$ cat src/verilog/pmode_pkg.sv
// Package for the power-mode and power-domain controller.
// Assumes a single 40 MHz clock and software-driven control ports.
package pmode_pkg;
   // Power modes selectable by software
   typedef enum logic [2:0] {
      MODE_ACTIVE,
      MODE_IDLE,
      MODE_EXT_SLEEP,
      MODE_DEEP_SLEEP,
      MODE_HIBERNATE
   } power_mode_type;

   // Sequencer states
   typedef enum logic [2:0] {
      SEQ_RUN,
      SEQ_WAIT_WFI,
      SEQ_GATE,
      SEQ_SLEEP,
      SEQ_UNGATE
   } seq_state_type;

   // Domain vector bit positions
   localparam int DOM_AON = 0;
   localparam int DOM_SLP = 1;
   localparam int DOM_SYS = 2;
   localparam int DOM_TIM = 3;
   localparam int DOM_RAD = 4;
   localparam int NUM_DOMAINS = 5;

   // Reset values
   localparam logic [4:0] DOMAINS_RESET = 5'h1F;
   localparam logic [3:0] RET_TRIM_RESET = 4'h0;
   localparam logic [1:0] LOW_LDO_RESET = 2'h3;

   // Field codes
   localparam logic [1:0] LOW_LDO_OFF = 2'h1;
   localparam logic ONE_BIT = 1'b1;

   // Number of hibernation wake pins on port zero
   localparam int HIB_WAKE_PINS = 5;

   // Cycles between successive domain steps while gating
   localparam int STEP_CYCLES = 4;
endpackage

$ cat src/verilog/sync3.sv
// Three-flop synchroniser with agreement check on the last two stages.
// Assumes the input is asynchronous to ref_clk_in.
`timescale 1ns/1ps
module sync3 #(
   parameter int WIDTH = 1
) (
   input wire logic ref_clk_in,
   input wire logic rst_n_in,
   input wire logic [WIDTH-1:0] async_in,
   output logic [WIDTH-1:0] stable_out
);
   logic [WIDTH-1:0] s1_r;
   logic [WIDTH-1:0] s2_r;
   logic [WIDTH-1:0] s3_r;
   logic [WIDTH-1:0] agree;

   // A bit changes only once stages two and three agree
   assign agree = ~(s2_r ^ s3_r);

   // Chain; first stage feeds only the second
   always_ff @(posedge ref_clk_in or negedge rst_n_in) begin
      if (!rst_n_in) begin
         s1_r <= '0;
         s2_r <= '0;
         s3_r <= '0;
         stable_out <= '0;
      end else begin
         s1_r <= async_in;
         s2_r <= s1_r;
         s3_r <= s2_r;
         stable_out <= (agree & s3_r) | (~agree & stable_out);
      end
   end
endmodule

$ cat src/verilog/power_mode_domain_control.sv
// Power-mode sequencer: domain enables, retention, wake and reset masks.
// Assumes control ports come from software registers on ref_clk_in.
// Functional notes
// - Five power modes; domain sets fixed except the timer and radio enable bits.
// - Idle: system domain on, timer and radio follow their enables.
// - Extended sleep: always-on, sleep on; timer optional; system, radio off.
// - Extended sleep wakes on pins, calendar, capture timer or link timer.
// - Deep sleep: like extended; wakes on pins, calendar or capture timer.
// - Deep sleep exit resets device; RAM retention, calendar run selectable.
// - Hibernation: only always-on powered, no clocks, RAM retention programmable.
// - Only port-zero pins one to five wake hibernation, clocklessly.
// - OTP controller, debug and radio offset registers are retained asleep.
// - Clamp supply defaults to the higher battery rail.
// - Auto-select off forces clamp supply to the high rail.
// - Masked high-rail reset still reports status, issues no reset.
// - Disabled high-rail detector: status invalid, reads zero.
// - Timer domain keeps calendar and capture timer running asleep.
`timescale 1ns/1ps
module power_mode_domain_control
   import pmode_pkg::*;
#(
   parameter int RAM_BANKS = 3
) (
   input wire logic ref_clk_in,
   input wire logic rst_n_in,
   input wire logic [2:0] mode_sel_in,
   input wire logic sleep_req_in,
   input wire logic cpu_wfi_in,
   input wire logic timer_domain_en_in,
   input wire logic radio_domain_en_in,
   input wire logic [RAM_BANKS-1:0] ram_retain_in,
   input wire logic [4:0] gpio_wake_in,
   input wire logic [8:0] pin_wake_in,
   input wire logic cal_alarm_in,
   input wire logic capture_timer_in,
   input wire logic link_timer_in,
   input wire logic clamp_auto_select_off_in,
   input wire logic hi_rail_higher_in,
   input wire logic por_high_raw_in,
   input wire logic por_high_mask_in,
   input wire logic por_high_disable_in,
   input wire logic [3:0] retention_level_trim_in,
   input wire logic core_ret_reg_enable_in,
   input wire logic force_slow_clk_core_ret_in,
   input wire logic buck_sleep_enable_in,
   input wire logic [1:0] low_rail_ldo_ctrl_in,
   input wire logic buck_level_in,
   input wire logic buck_enable_in,
   input wire logic [31:0] retain_data_in,
   input wire logic [3:0] retain_idx_in,
   input wire logic retain_wr_in,
   output logic [4:0] domain_on_out,
   output logic [RAM_BANKS-1:0] ram_retain_out,
   output logic sleep_clk_run_out,
   output logic sys_clk_run_out,
   output logic wake_reset_out,
   output logic wake_event_out,
   output logic clamp_from_high_out,
   output logic por_high_status_out,
   output logic por_high_reset_out,
   output logic por_high_det_en_out,
   output logic [3:0] clamp_trim_out,
   output logic core_ret_en_out,
   output logic core_ret_slow_out,
   output logic buck_on_out,
   output logic buck_sleep_on_out,
   output logic [1:0] low_ldo_ctrl_out,
   output logic [31:0] retain_q_out,
   output logic [2:0] mode_out
);
   // Elaboration check: bank vector must fit the retain port
   if (RAM_BANKS < 1 || RAM_BANKS > 16) begin : g_bad_banks
      $error("RAM_BANKS out of range");
   end

   localparam int RET_WORDS = 16;
   localparam logic [2:0] STEP_LAST = 3'(STEP_CYCLES - 1);

   ////////////////////////////////////////////////////////////////////
   // Synchronised pin inputs
   logic [8:0] pin_s;
   logic por_raw_s;
   logic [4:0] hib_pin_s;

   sync3 #(.WIDTH(9)) u_pin_sync (
      .ref_clk_in(ref_clk_in),
      .rst_n_in(rst_n_in),
      .async_in(pin_wake_in),
      .stable_out(pin_s)
   );
   sync3 #(.WIDTH(6)) u_misc_sync (
      .ref_clk_in(ref_clk_in),
      .rst_n_in(rst_n_in),
      .async_in({por_high_raw_in, gpio_wake_in}),
      .stable_out({por_raw_s, hib_pin_s})
   );

   ////////////////////////////////////////////////////////////////////
   // Mode decode and target domain sets
   seq_state_type state_r, state_nxt;
   power_mode_type mode_r;
   logic [4:0] dom_r, dom_nxt;
   logic [4:0] target;
   logic [2:0] idx_r;
   logic [2:0] step_r;
   logic any_pin, wake_ext, wake_deep, wake_hib, wake_now;
   power_mode_type req_mode;
   logic req_ok;

   assign req_mode = power_mode_type'(mode_sel_in);
   // Codes above hibernation would park the sequencer asleep with no wake set
   assign req_ok = mode_sel_in != 3'(MODE_ACTIVE) && mode_sel_in <= 3'(MODE_HIBERNATE);
   assign any_pin = |pin_s;
   assign wake_deep = any_pin | cal_alarm_in | capture_timer_in;
   assign wake_ext = wake_deep | link_timer_in;
   assign wake_hib = |hib_pin_s;

   // Wake source set depends on the mode being slept in
   assign wake_now = (mode_r == MODE_EXT_SLEEP) ? wake_ext :
                     (mode_r == MODE_DEEP_SLEEP) ? wake_deep :
                     (mode_r == MODE_HIBERNATE) ? wake_hib : 1'b0;

   // Domains powered in the sleep mode held in mode_r
   always_comb begin
      target = DOMAINS_RESET;
      case (mode_r)
         MODE_IDLE: target = {radio_domain_en_in, timer_domain_en_in, 3'h7};
         MODE_EXT_SLEEP: target = {1'b0, timer_domain_en_in, 3'h3};
         MODE_DEEP_SLEEP: target = {1'b0, timer_domain_en_in, 3'h3};
         MODE_HIBERNATE: target = 5'h01;
         default: target = DOMAINS_RESET;
      endcase
   end

   ////////////////////////////////////////////////////////////////////
   // Sequencer: gate one domain per step from the top, restore upward
   logic step_done;
   assign step_done = (step_r == STEP_LAST);

   always_comb begin
      state_nxt = state_r;
      dom_nxt = dom_r;
      case (state_r)
         SEQ_RUN: if (sleep_req_in && req_ok) state_nxt = SEQ_WAIT_WFI;
         SEQ_WAIT_WFI: if (cpu_wfi_in) state_nxt = SEQ_GATE;
         SEQ_GATE: begin
            if (step_done) begin
               dom_nxt[idx_r] = target[idx_r];
               if (idx_r == 3'd0) state_nxt = SEQ_SLEEP;
            end
         end
         SEQ_SLEEP: if (wake_now || mode_r == MODE_IDLE && !cpu_wfi_in) state_nxt = SEQ_UNGATE;
         SEQ_UNGATE: begin
            if (step_done) begin
               dom_nxt[idx_r] = 1'b1;
               if (idx_r == 3'(NUM_DOMAINS - 1)) state_nxt = SEQ_RUN;
            end
         end
         default: state_nxt = SEQ_RUN;
      endcase
   end

   // State, domain vector and step counters
   always_ff @(posedge ref_clk_in or negedge rst_n_in) begin
      if (!rst_n_in) begin
         state_r <= SEQ_RUN;
         dom_r <= DOMAINS_RESET;
         mode_r <= MODE_ACTIVE;
         idx_r <= 3'd0;
         step_r <= 3'd0;
      end else begin
         state_r <= state_nxt;
         dom_r <= dom_nxt;
         step_r <= (state_r == SEQ_GATE || state_r == SEQ_UNGATE) && !step_done ? step_r + 3'd1 : 3'd0;
         if (state_r == SEQ_RUN && state_nxt == SEQ_WAIT_WFI) mode_r <= req_mode;
         else if (state_r == SEQ_UNGATE && state_nxt == SEQ_RUN) mode_r <= MODE_ACTIVE;
         if (state_nxt == SEQ_GATE && state_r != SEQ_GATE) idx_r <= 3'(NUM_DOMAINS - 1);
         else if (state_r == SEQ_GATE && step_done && idx_r != 3'd0) idx_r <= idx_r - 3'd1;
         else if (state_r == SEQ_SLEEP) idx_r <= 3'd0;
         else if (state_r == SEQ_UNGATE && step_done && idx_r != 3'(NUM_DOMAINS - 1)) idx_r <= idx_r + 3'd1;
      end
   end

   ////////////////////////////////////////////////////////////////////
   // Retention store, kept in the always-on side while domains are off
   logic [31:0] ret_mem [RET_WORDS];
   logic ret_wr_ok;
   assign ret_wr_ok = retain_wr_in && dom_r[DOM_SYS];

   // Written only while its domain is up; holds through sleep
   always_ff @(posedge ref_clk_in) begin
      if (ret_wr_ok) ret_mem[retain_idx_in] <= retain_data_in;
   end

   ////////////////////////////////////////////////////////////////////
   // Supply, reset detector and regulator control outputs
   logic por_status, por_reset, leaving_deep;
   assign por_status = por_raw_s & ~por_high_disable_in;
   assign por_reset = por_status & ~por_high_mask_in;
   assign leaving_deep = state_r == SEQ_UNGATE && state_nxt == SEQ_RUN && mode_r == MODE_DEEP_SLEEP;

   // Registered outputs
   always_ff @(posedge ref_clk_in or negedge rst_n_in) begin
      if (!rst_n_in) begin
         domain_on_out <= DOMAINS_RESET;
         ram_retain_out <= '1;
         sleep_clk_run_out <= 1'b1;
         sys_clk_run_out <= 1'b1;
         wake_reset_out <= 1'b0;
         wake_event_out <= 1'b0;
         clamp_from_high_out <= 1'b0;
         por_high_status_out <= 1'b0;
         por_high_reset_out <= 1'b0;
         por_high_det_en_out <= 1'b1;
         clamp_trim_out <= RET_TRIM_RESET;
         core_ret_en_out <= 1'b0;
         core_ret_slow_out <= 1'b0;
         buck_on_out <= 1'b0;
         buck_sleep_on_out <= 1'b0;
         low_ldo_ctrl_out <= LOW_LDO_RESET;
         retain_q_out <= '0;
         mode_out <= 3'(MODE_ACTIVE);
      end else begin
         domain_on_out <= dom_r;
         // Banks off in sleep unless selected for retention
         ram_retain_out <= dom_r[DOM_SYS] ? '1 : ram_retain_in;
         sleep_clk_run_out <= dom_r[DOM_SLP];
         sys_clk_run_out <= dom_r[DOM_SYS];
         wake_reset_out <= leaving_deep;
         wake_event_out <= state_r == SEQ_SLEEP && wake_now;
         // Auto-select picks the higher rail unless forced high
         clamp_from_high_out <= clamp_auto_select_off_in ? ONE_BIT : hi_rail_higher_in;
         por_high_status_out <= por_status;
         por_high_reset_out <= por_reset;
         por_high_det_en_out <= ~por_high_disable_in;
         clamp_trim_out <= retention_level_trim_in;
         core_ret_en_out <= core_ret_reg_enable_in;
         core_ret_slow_out <= force_slow_clk_core_ret_in;
         buck_on_out <= buck_enable_in & ~buck_level_in;
         // Buck runs asleep only if software kept it on
         buck_sleep_on_out <= buck_sleep_enable_in & buck_enable_in;
         low_ldo_ctrl_out <= low_rail_ldo_ctrl_in;
         retain_q_out <= ret_mem[retain_idx_in];
         mode_out <= 3'(mode_r);
      end
   end
endmodule

$ cat config.mk
export PLATFORM = sky130hd
export DESIGN_NAME = power_mode_domain_control
export DESIGN_NICKNAME = d
export VERILOG_FILES = /design/src/verilog/pmode_pkg.sv /design/src/verilog/sync3.sv /design/src/verilog/power_mode_domain_control.sv
export SDC_FILE = /design/constraint.sdc
export NUM_CORES = 1
export LEC_CHECK = 0
export BUFFER_PORTS_ARGS = -buffer_cell sky130_fd_sc_hd__buf_2
export CORE_AREA = 2 2 221 223
export CTS_BUF_LIST = sky130_fd_sc_hd__clkbuf_8 sky130_fd_sc_hd__clkbuf_16
export CTS_CLUSTER_SIZE = 16
export DETAILED_ROUTE_END_ITERATION = 12
export DIE_AREA = 0 0 223 225
export PLACE_DENSITY = 0.74
export SYNTH_ARGS = -nofsm -noshare
export SYNTH_HDL_FRONTEND = slang
export SYNTH_SLANG_ARGS = --single-unit
$ cat constraint.sdc
create_clock -name ref_clk_in -period 7.7 [get_ports ref_clk_in]
set_input_delay 0.77 -clock ref_clk_in [delete_from_list [all_inputs] [get_ports ref_clk_in]]
set_output_delay 0.77 -clock ref_clk_in [all_outputs]
set_load 0.01 [all_outputs]
==> run metrics, run 1 <==
status=completed; crit share post-route=0.409; clock buffer depth=3; Post-Syn Area=23700 um^2; layout cells sized above 1=0.370; fin area=27300 um^2; skew final=0.0333 ns; initial DRC count=1149; worst path required time=8.17 ns; crit-path cells=buf_4 > buf_4 > buf_4 > mux4_2 > mux4_2; # nets final=1286; Synth async-reset ratio=0.210; via count=10985; slew at the pin closest to its max-slew limit=1.34 ns; Crit Path Max Fanout=48; RSZ-0062 raised after global routing=false; Post-DP HPWL=26100 um; peak supply drop=0.000229 V; crit-path max cell delay=0.70 ns; Avg WL per Cell=25.9 um; setup TNS=0 ns; First-pass DRT Iterations=5; Die H=225 um; TritonCTS clock tree=done; Post-CTS Setup Inserts=0; first-pass GRT wire length=72900 um; PortBufs=142; Slew Limit Fails=0; Worst setup EP type=register; Clock Power Share=0.407; register area share after synthesis=0.794; syn nets=1100; Worst Setup Start Kind=input pin; Switch Pwr=1690 uW; Die W=223 um; combinational power share=0.068; floorplan row count=80; WHS=0.195 ns; Post-DRT Antenna Nets=0; worst hold path type=input pin to asynchronous set/reset pin; Starting Density=0.498; sequential power share=0.525; GRT Total Usage=0.198; total CTS buffers=66; EDFF count, synth=512; fmax=317 MHz; core area=47500 um^2; final worst path period need=3.15 ns; vias in the first global route=11440; Hold Buf Count CTS=0; Area after DPL=25200 um^2; Leakage=0.00935 uW; Sw Share=0.223; DRC=0; Yosys cell types=50; relative slew slack=0.102; CTS clk-pin slew, worst paths=0.06 ns; initial antenna violation count=1; H-tree depth=3; FF+latch count, synth=648; via density per instance=5.89; Final setup violation count=0; mean post-synth cell area=23.4 um^2; CTS root buffer=clkbuf_16; worst skew pair latency=0.60 ns; Worst path slowest cell=buf_4; routed wire length=48400 um; Critical Path AT=3.62 ns; top_reg_cell synth=edfxtp_1; Setup CP Type=input pin to register; Final GP Congestion=0.791; Int Power=5890 uW; critical path's most frequent cell=buf_4; post-CTS sizing=0; Cell Count, Final, Fillers Out=1865; die area=50200 um^2; max capacitance violation total=0; final hold viol count=0; Pwr per Cell Area=278 nW/um^2; cell total after placement=1746; Remaining Overflow, GRT=0; Post-Syn Instances=1013; Ports=143; YS warnings=0; # clock sinks=648; Area Growth Syn to Fin=15.3%; largest net degree at the start of global routing=80; diode count=0
cells in the final DEF (no fill, tap or decap), types with 3 or more instances in the layout:
cell and count:
edfxtp_1 512, mux4_2 160, buf_2 139, dfrtp_1 120
clkbuf_16 68, buf_4 23, inv_1 22, clkinv_2 18
dfstp_2 16, maj3_1 15, nand2_1 12, nor2_4 12
nor2_1 11, nand2b_1 9, clkinv_1 8, a21oi_1 6
nor2b_1 5, nor4_1 5, nand3_1 5, or2_2 5
ha_1 5, nor3_1 4, o21ai_0 4, nor3_2 4
bufinv_16 4, a31oi_1 3, or3_1 3, mux2i_1 3
nor3b_1 3, o21ai_1 3, clkbuf_8 3
power by group through the flow:
stage               logic, uW  clock network [uW]  registers, uW
floorplan                 342                   0           4030
global placement          501                   0           4050
detailed placement        518                   0           4050
CTS                       522                3150           3980
global route              566                3280           3990
finish                    518                3090           3980
layout make-up:
cell class / count / area (um^2)
Clock inverter: 49 / 389
Inverter: 12 / 45.0
Fill cell: 3368 / 20200
Sequential cell: 648 / 18800
Tap cell: 615 / 769
Multi-Input combinational cell: 307 / 4680
Clock buffer: 70 / 1730
Timing Repair Buffer: 164 / 893
critical path, delay by kind of cell:
| family | cells | cell delay, ns |
|---|---|---|
| buf+inv | 3 | 1.88 |
| mux | 2 | 0.89 |
logic make-up (layout without fill, tap and decap cells):
family          after synthesis  count (layout)  share of synthesized area
simple gates                 90              90                     0.0207
flops                       648             648                      0.794
mux                         164             164                      0.154
compound gates               32              32                    0.00909
fa+ha+maj                    20              20                    0.00898
buf+inv                      58             295                     0.0131
xor+xnor                      1               1                   0.000370
final timing paths:
check                                              from                         end  slack (ns)  cells after the start
worst max register to register                 dom_r[2]              ret_mem[3][21]        4.80                      3
worst min register to register      u_misc_sync.s1_r[4]         u_misc_sync.s2_r[4]        0.35                      0
max in group asynchronous                      rst_n_in            retain_q_out[19]        6.02                      2
worst min-delay path                           rst_n_in  asynchronous set/reset pin        0.19                      1
min in group ref_clk_in         low_rail_ldo_ctrl_in[1]         low_ldo_ctrl_out[1]        0.29                      1
worst max-delay path                   retain_idx_in[1]             retain_q_out[1]        4.55                      5
metal layers:
layer	track usage	vias up	routed length [um]
met1	0.276	5875	20000
met3	0.0395	85	3160
met5	0	-	13
met4	0.0561	2	1110
li1	-	4568	-
met2	0.324	455	24100
through the flow:
step,util,total power (uW),setup slack (ns)
2_1_floorplan,-,4370,3.35
3_3_place_gp,0.530,4550,3.99
3_5_place_dp,0.530,4570,3.96
4_1_cts,0.574,7660,4.54
5_1_grt,0.574,7840,4.39
6_report,0.574,7590,4.55
state kept, by name, summed over array words and instances, names as in the netlist, 6 cells and up, named ones only:
signal / count
ret_mem: 512
retain_q_out: 32
u_misc_sync.s1_r: 6
u_misc_sync.s2_r: 6
u_misc_sync.s3_r: 6
u_pin_sync.s1_r: 9
u_pin_sync.s2_r: 9
u_pin_sync.s3_r: 9
cells in the mapped netlist (2+ instances only):
master,count,area [um^2]
or3_1,3,18.8
o21ai_0,4,20.0
buf_2,13,65.1
mux2i_1,3,30.0
mux4_2,160,3600
nand2_1,12,45.0
dfstp_2,16,420
nand4_1,2,12.5
nand2b_1,9,56.3
buf_4,2,15.0
dfrtp_1,120,3000
nor4bb_1,2,20.0
nand3_1,5,25.0
a311oi_1,2,17.5
o21ai_1,3,15.0
or2_2,5,31.3
buf_1,5,18.8
nor3_1,8,40.0
a21oi_1,6,30.0
nor4b_1,2,17.5
a2bb2oi_1,2,17.5
nor2b_1,5,31.3
inv_1,11,41.3
edfxtp_1,512,15400
maj3_1,15,150
o211ai_1,2,15.0
nor3b_1,3,22.5
nand4bb_1,2,22.5
a31oi_1,3,18.8
o21bai_1,2,15.0
nor2_1,23,86.3
nor4_1,5,31.3
clkbuf_1,17,63.8
ha_1,5,62.6
buf_6,9,101
No activity file was read; power rests on OpenSTA's default activity.
==> run 2, diff against run 1 <==
Settings changed: ABC_AREA from default to 1, CORE_AREA 2 2 221 223 to 2 2 219 221, DIE_AREA 0 0 223 225 to 0 0 221 223, PLACE_DENSITY 0.74 to 0.77.
Clock period 7.7 ns to 2.8 ns, I/O delays scaled along.
==> run metrics, run 2 <==
status=completed; WHS=0.0473 ns (-0.148 ns); top_reg_cell synth=edfxtp_1; syn nets=1459 (+33%); skew final=0.0268 ns (-0.00650 ns); fill cell count=3363 (-0.15%); Setup CP Type=register to register; TritonCTS clock tree=done; Post-Syn Instances=1372 (+35%); Worst Setup Start Kind=register; RSZ-0062 raised after global routing=false; register area share after synthesis=0.809 (+0.0154); YS warnings=0 (unchanged); Avg WL per Cell=24.1 um (-6.9%); H-tree depth=3 (unchanged); Reg2Reg Launch Point=dom_r[2]; diode count=0 (unchanged); Final GP Congestion=0.814 (+2.8%); floorplan row count=80 (unchanged); relative slew slack=0.526 (+0.424); Area Growth Syn to Fin=18.8%; worst path required time=3.08 ns (-5.09 ns); most frequent cell after synthesis=edfxtp_1; GRT Total Usage=0.223 (+0.0250); leading cell type in the layout, fill and taps excluded=edfxtp_1; via count=13587 (+24%); Post-DP HPWL=30600 um (+17%); Area after DPL=25000 um^2 (-0.71%); Critical Path AT=2.60 ns (-1.02 ns); commonest cells after routing, fill and taps aside=512 x edfxtp_1, 246 x a22oi_1, 141 x buf_2, 132 x a21oi_1, 120 x dfrtp_1; WHS Path Cells=1; fmax=431 MHz; first-pass GRT wire length=83900 um (+15%); # clock sinks=648 (unchanged); mean post-synth cell area=16.9 um^2 (-28%); worst hold path type=input pin to register; worst skew pair latency=0.61 ns (about the same); post-synth top area cell=edfxtp_1; vias in the first global route=14150 (+24%); reg2reg path depth=5 (+2); area fraction of the dominant cell type after synthesis=0.662 (+0.0126); layout cells sized above 1=0.210 (-0.160); FF+latch count, synth=648 (unchanged); initial DRC count=1739 (+51%); Post-DRT Antenna Nets=0 (unchanged); Post-Syn Area=23200 um^2 (-1.9%); clock buffer depth=3 (unchanged); WHS Endpoint=ret_mem[7][0]; largest net degree at the start of global routing=129 (+61%); Synth async-reset ratio=0.210 (unchanged); routed wire length=54700 um (+13%); Regs by FF count=ret_mem (512), retain_q_out (32); CTS clk-pin slew, worst paths=0.07 ns (about the same); PortBufs=142 (unchanged); crit share post-route=0.829; Final setup violation count=0 (unchanged); total CTS buffers=66 (unchanged); synth top area cells=edfxtp_1 66%, dfrtp_1 13%, a22oi_1 8.0%; Starting Density=0.493 (-0.00535); DRC=0 (unchanged); Crit Path Max Fanout=24 (-50%); EDFF count, synth=512 (unchanged); final worst path period need=2.32 ns; setup TNS=0 ns (unchanged); via density per instance=5.99 (+1.7%); peak supply drop=0.000768 V (+240%); Die H=223 um (-0.89%); Slew Limit Fails=0 (unchanged); First-pass DRT Iterations=5 (unchanged); core area=47100 um^2 (-0.84%); final hold viol count=0 (unchanged); Remaining Overflow, GRT=0 (unchanged); Post-synth top cells=512 x edfxtp_1, 246 x a22oi_1, 132 x a21oi_1; max reg flops=512 (unchanged); Pwr per Cell Area=756 nW/um^2 (+170%); end of the worst register-to-register path=ret_mem[5][3]; max capacitance violation total=0 (unchanged); fin area=27600 um^2 (+1.0%); CTS root buffer=clkbuf_16; Leakage=0.00980 uW (+4.8%); initial antenna violation count=2 (+1); Yosys cell types=37 (-26%); die area=49300 um^2 (-1.8%); Die W=221 um (-0.90%); Ports=143 (unchanged); R2R setup slack=0.48 ns (-4.32 ns); slew at the pin closest to its max-slew limit=0.711 ns (-0.633 ns); Worst setup EP type=register; Top reg by flops=ret_mem; min-delay src=retain_data_in[0]; # nets final=1687 (+31%)
==> run 2: cell type report <==
cell class / instances / area [um^2] / area share
Tap cell: 615 / 769 / 0.0279
Timing Repair Buffer: 232 / 1650 / 0.0598
Clock buffer: 74 / 1770 / 0.0643
Sequential cell: 648 / 18800 / 0.681
Multi-Input combinational cell: 607 / 4000 / 0.145
Clock inverter: 47 / 425 / 0.0154
Inverter: 45 / 174 / 0.00630
==> run 2: through the flow <==
stage          utilization  std cells  power (uW)  setup slack [ns]
3_3_place_gp         0.530       2109       12200             0.508
5_1_grt              0.585       2268       21500             0.435
3_5_place_dp         0.530       2109       12200             0.460
2_1_floorplan            -       1372       11700           -0.0680
4_1_cts              0.585       2268       21000             0.471
6_report             0.585       2268       20900             0.478
==> run 2: cell families after synthesis <==
logic type / count (synthesis) / share of synthesized area
AOI/OAI and AO/OA: 404 / 0.118
xor gates and xnor gates: 3 / 0.00113
buffers and inverters: 117 / 0.0245
and+or+nand+nor: 180 / 0.0381
DFF: 648 / 0.809
adders and majority gates: 20 / 0.00916
==> run 2: routing by layer <==
layer	GRT usage	vias to the layer above	wire (um)
met5	0	-	11
li1	-	5812	-
met2	0.367	766	26800
met1	0.292	6872	21400
met3	0.0437	135	4620
met4	0.0979	2	1820
==> run 2: worst max-delay path by stage <==
| stage | startpoint | endpoint | slack, ns | depth (start not counted) |
|---|---|---|---|---|
| global route | dom_r[2] | ret_mem[5][3] | 0.43 | 5 |
| global placement | retain_idx_in[0] | ret_mem[2][2] | 0.51 | 7 |
| floorplan | retain_idx_in[0] | ret_mem[13][0] | -0.07 | 7 |
| finish | dom_r[2] | ret_mem[5][3] | 0.48 | 5 |
| CTS | dom_r[2] | ret_mem[5][3] | 0.47 | 5 |
| detailed placement | retain_idx_in[0] | ret_mem[2][2] | 0.46 | 7 |
==> run 2: repair_timing <==
item / in CTS / in global routing
hold buffers: 38 / 0
setup buffers: 0 / 0
gates resized for setup: 0 / 0
endpoints found under the hold margin: 98 / 0
==> run 2: worst max-delay path: stages, from the launching register on <==
cell	delay, ns
dfstp_2	0.58
nand2_1	0.17
inv_1	0.21
nand2_1	0.31
nor2_4	0.42
buf_12	0.28
==> run 2: power by group <==
part | leakage (uW) | internal, uW | switching (uW) | total, uW
Combinational | 0.00247 | 461 | 872 | 1330
Clock | 0.00111 | 4990 | 3740 | 8730
Sequential | 0.00622 | 10600 | 145 | 10800
Total | 0.00980 | 16100 | 4760 | 20900
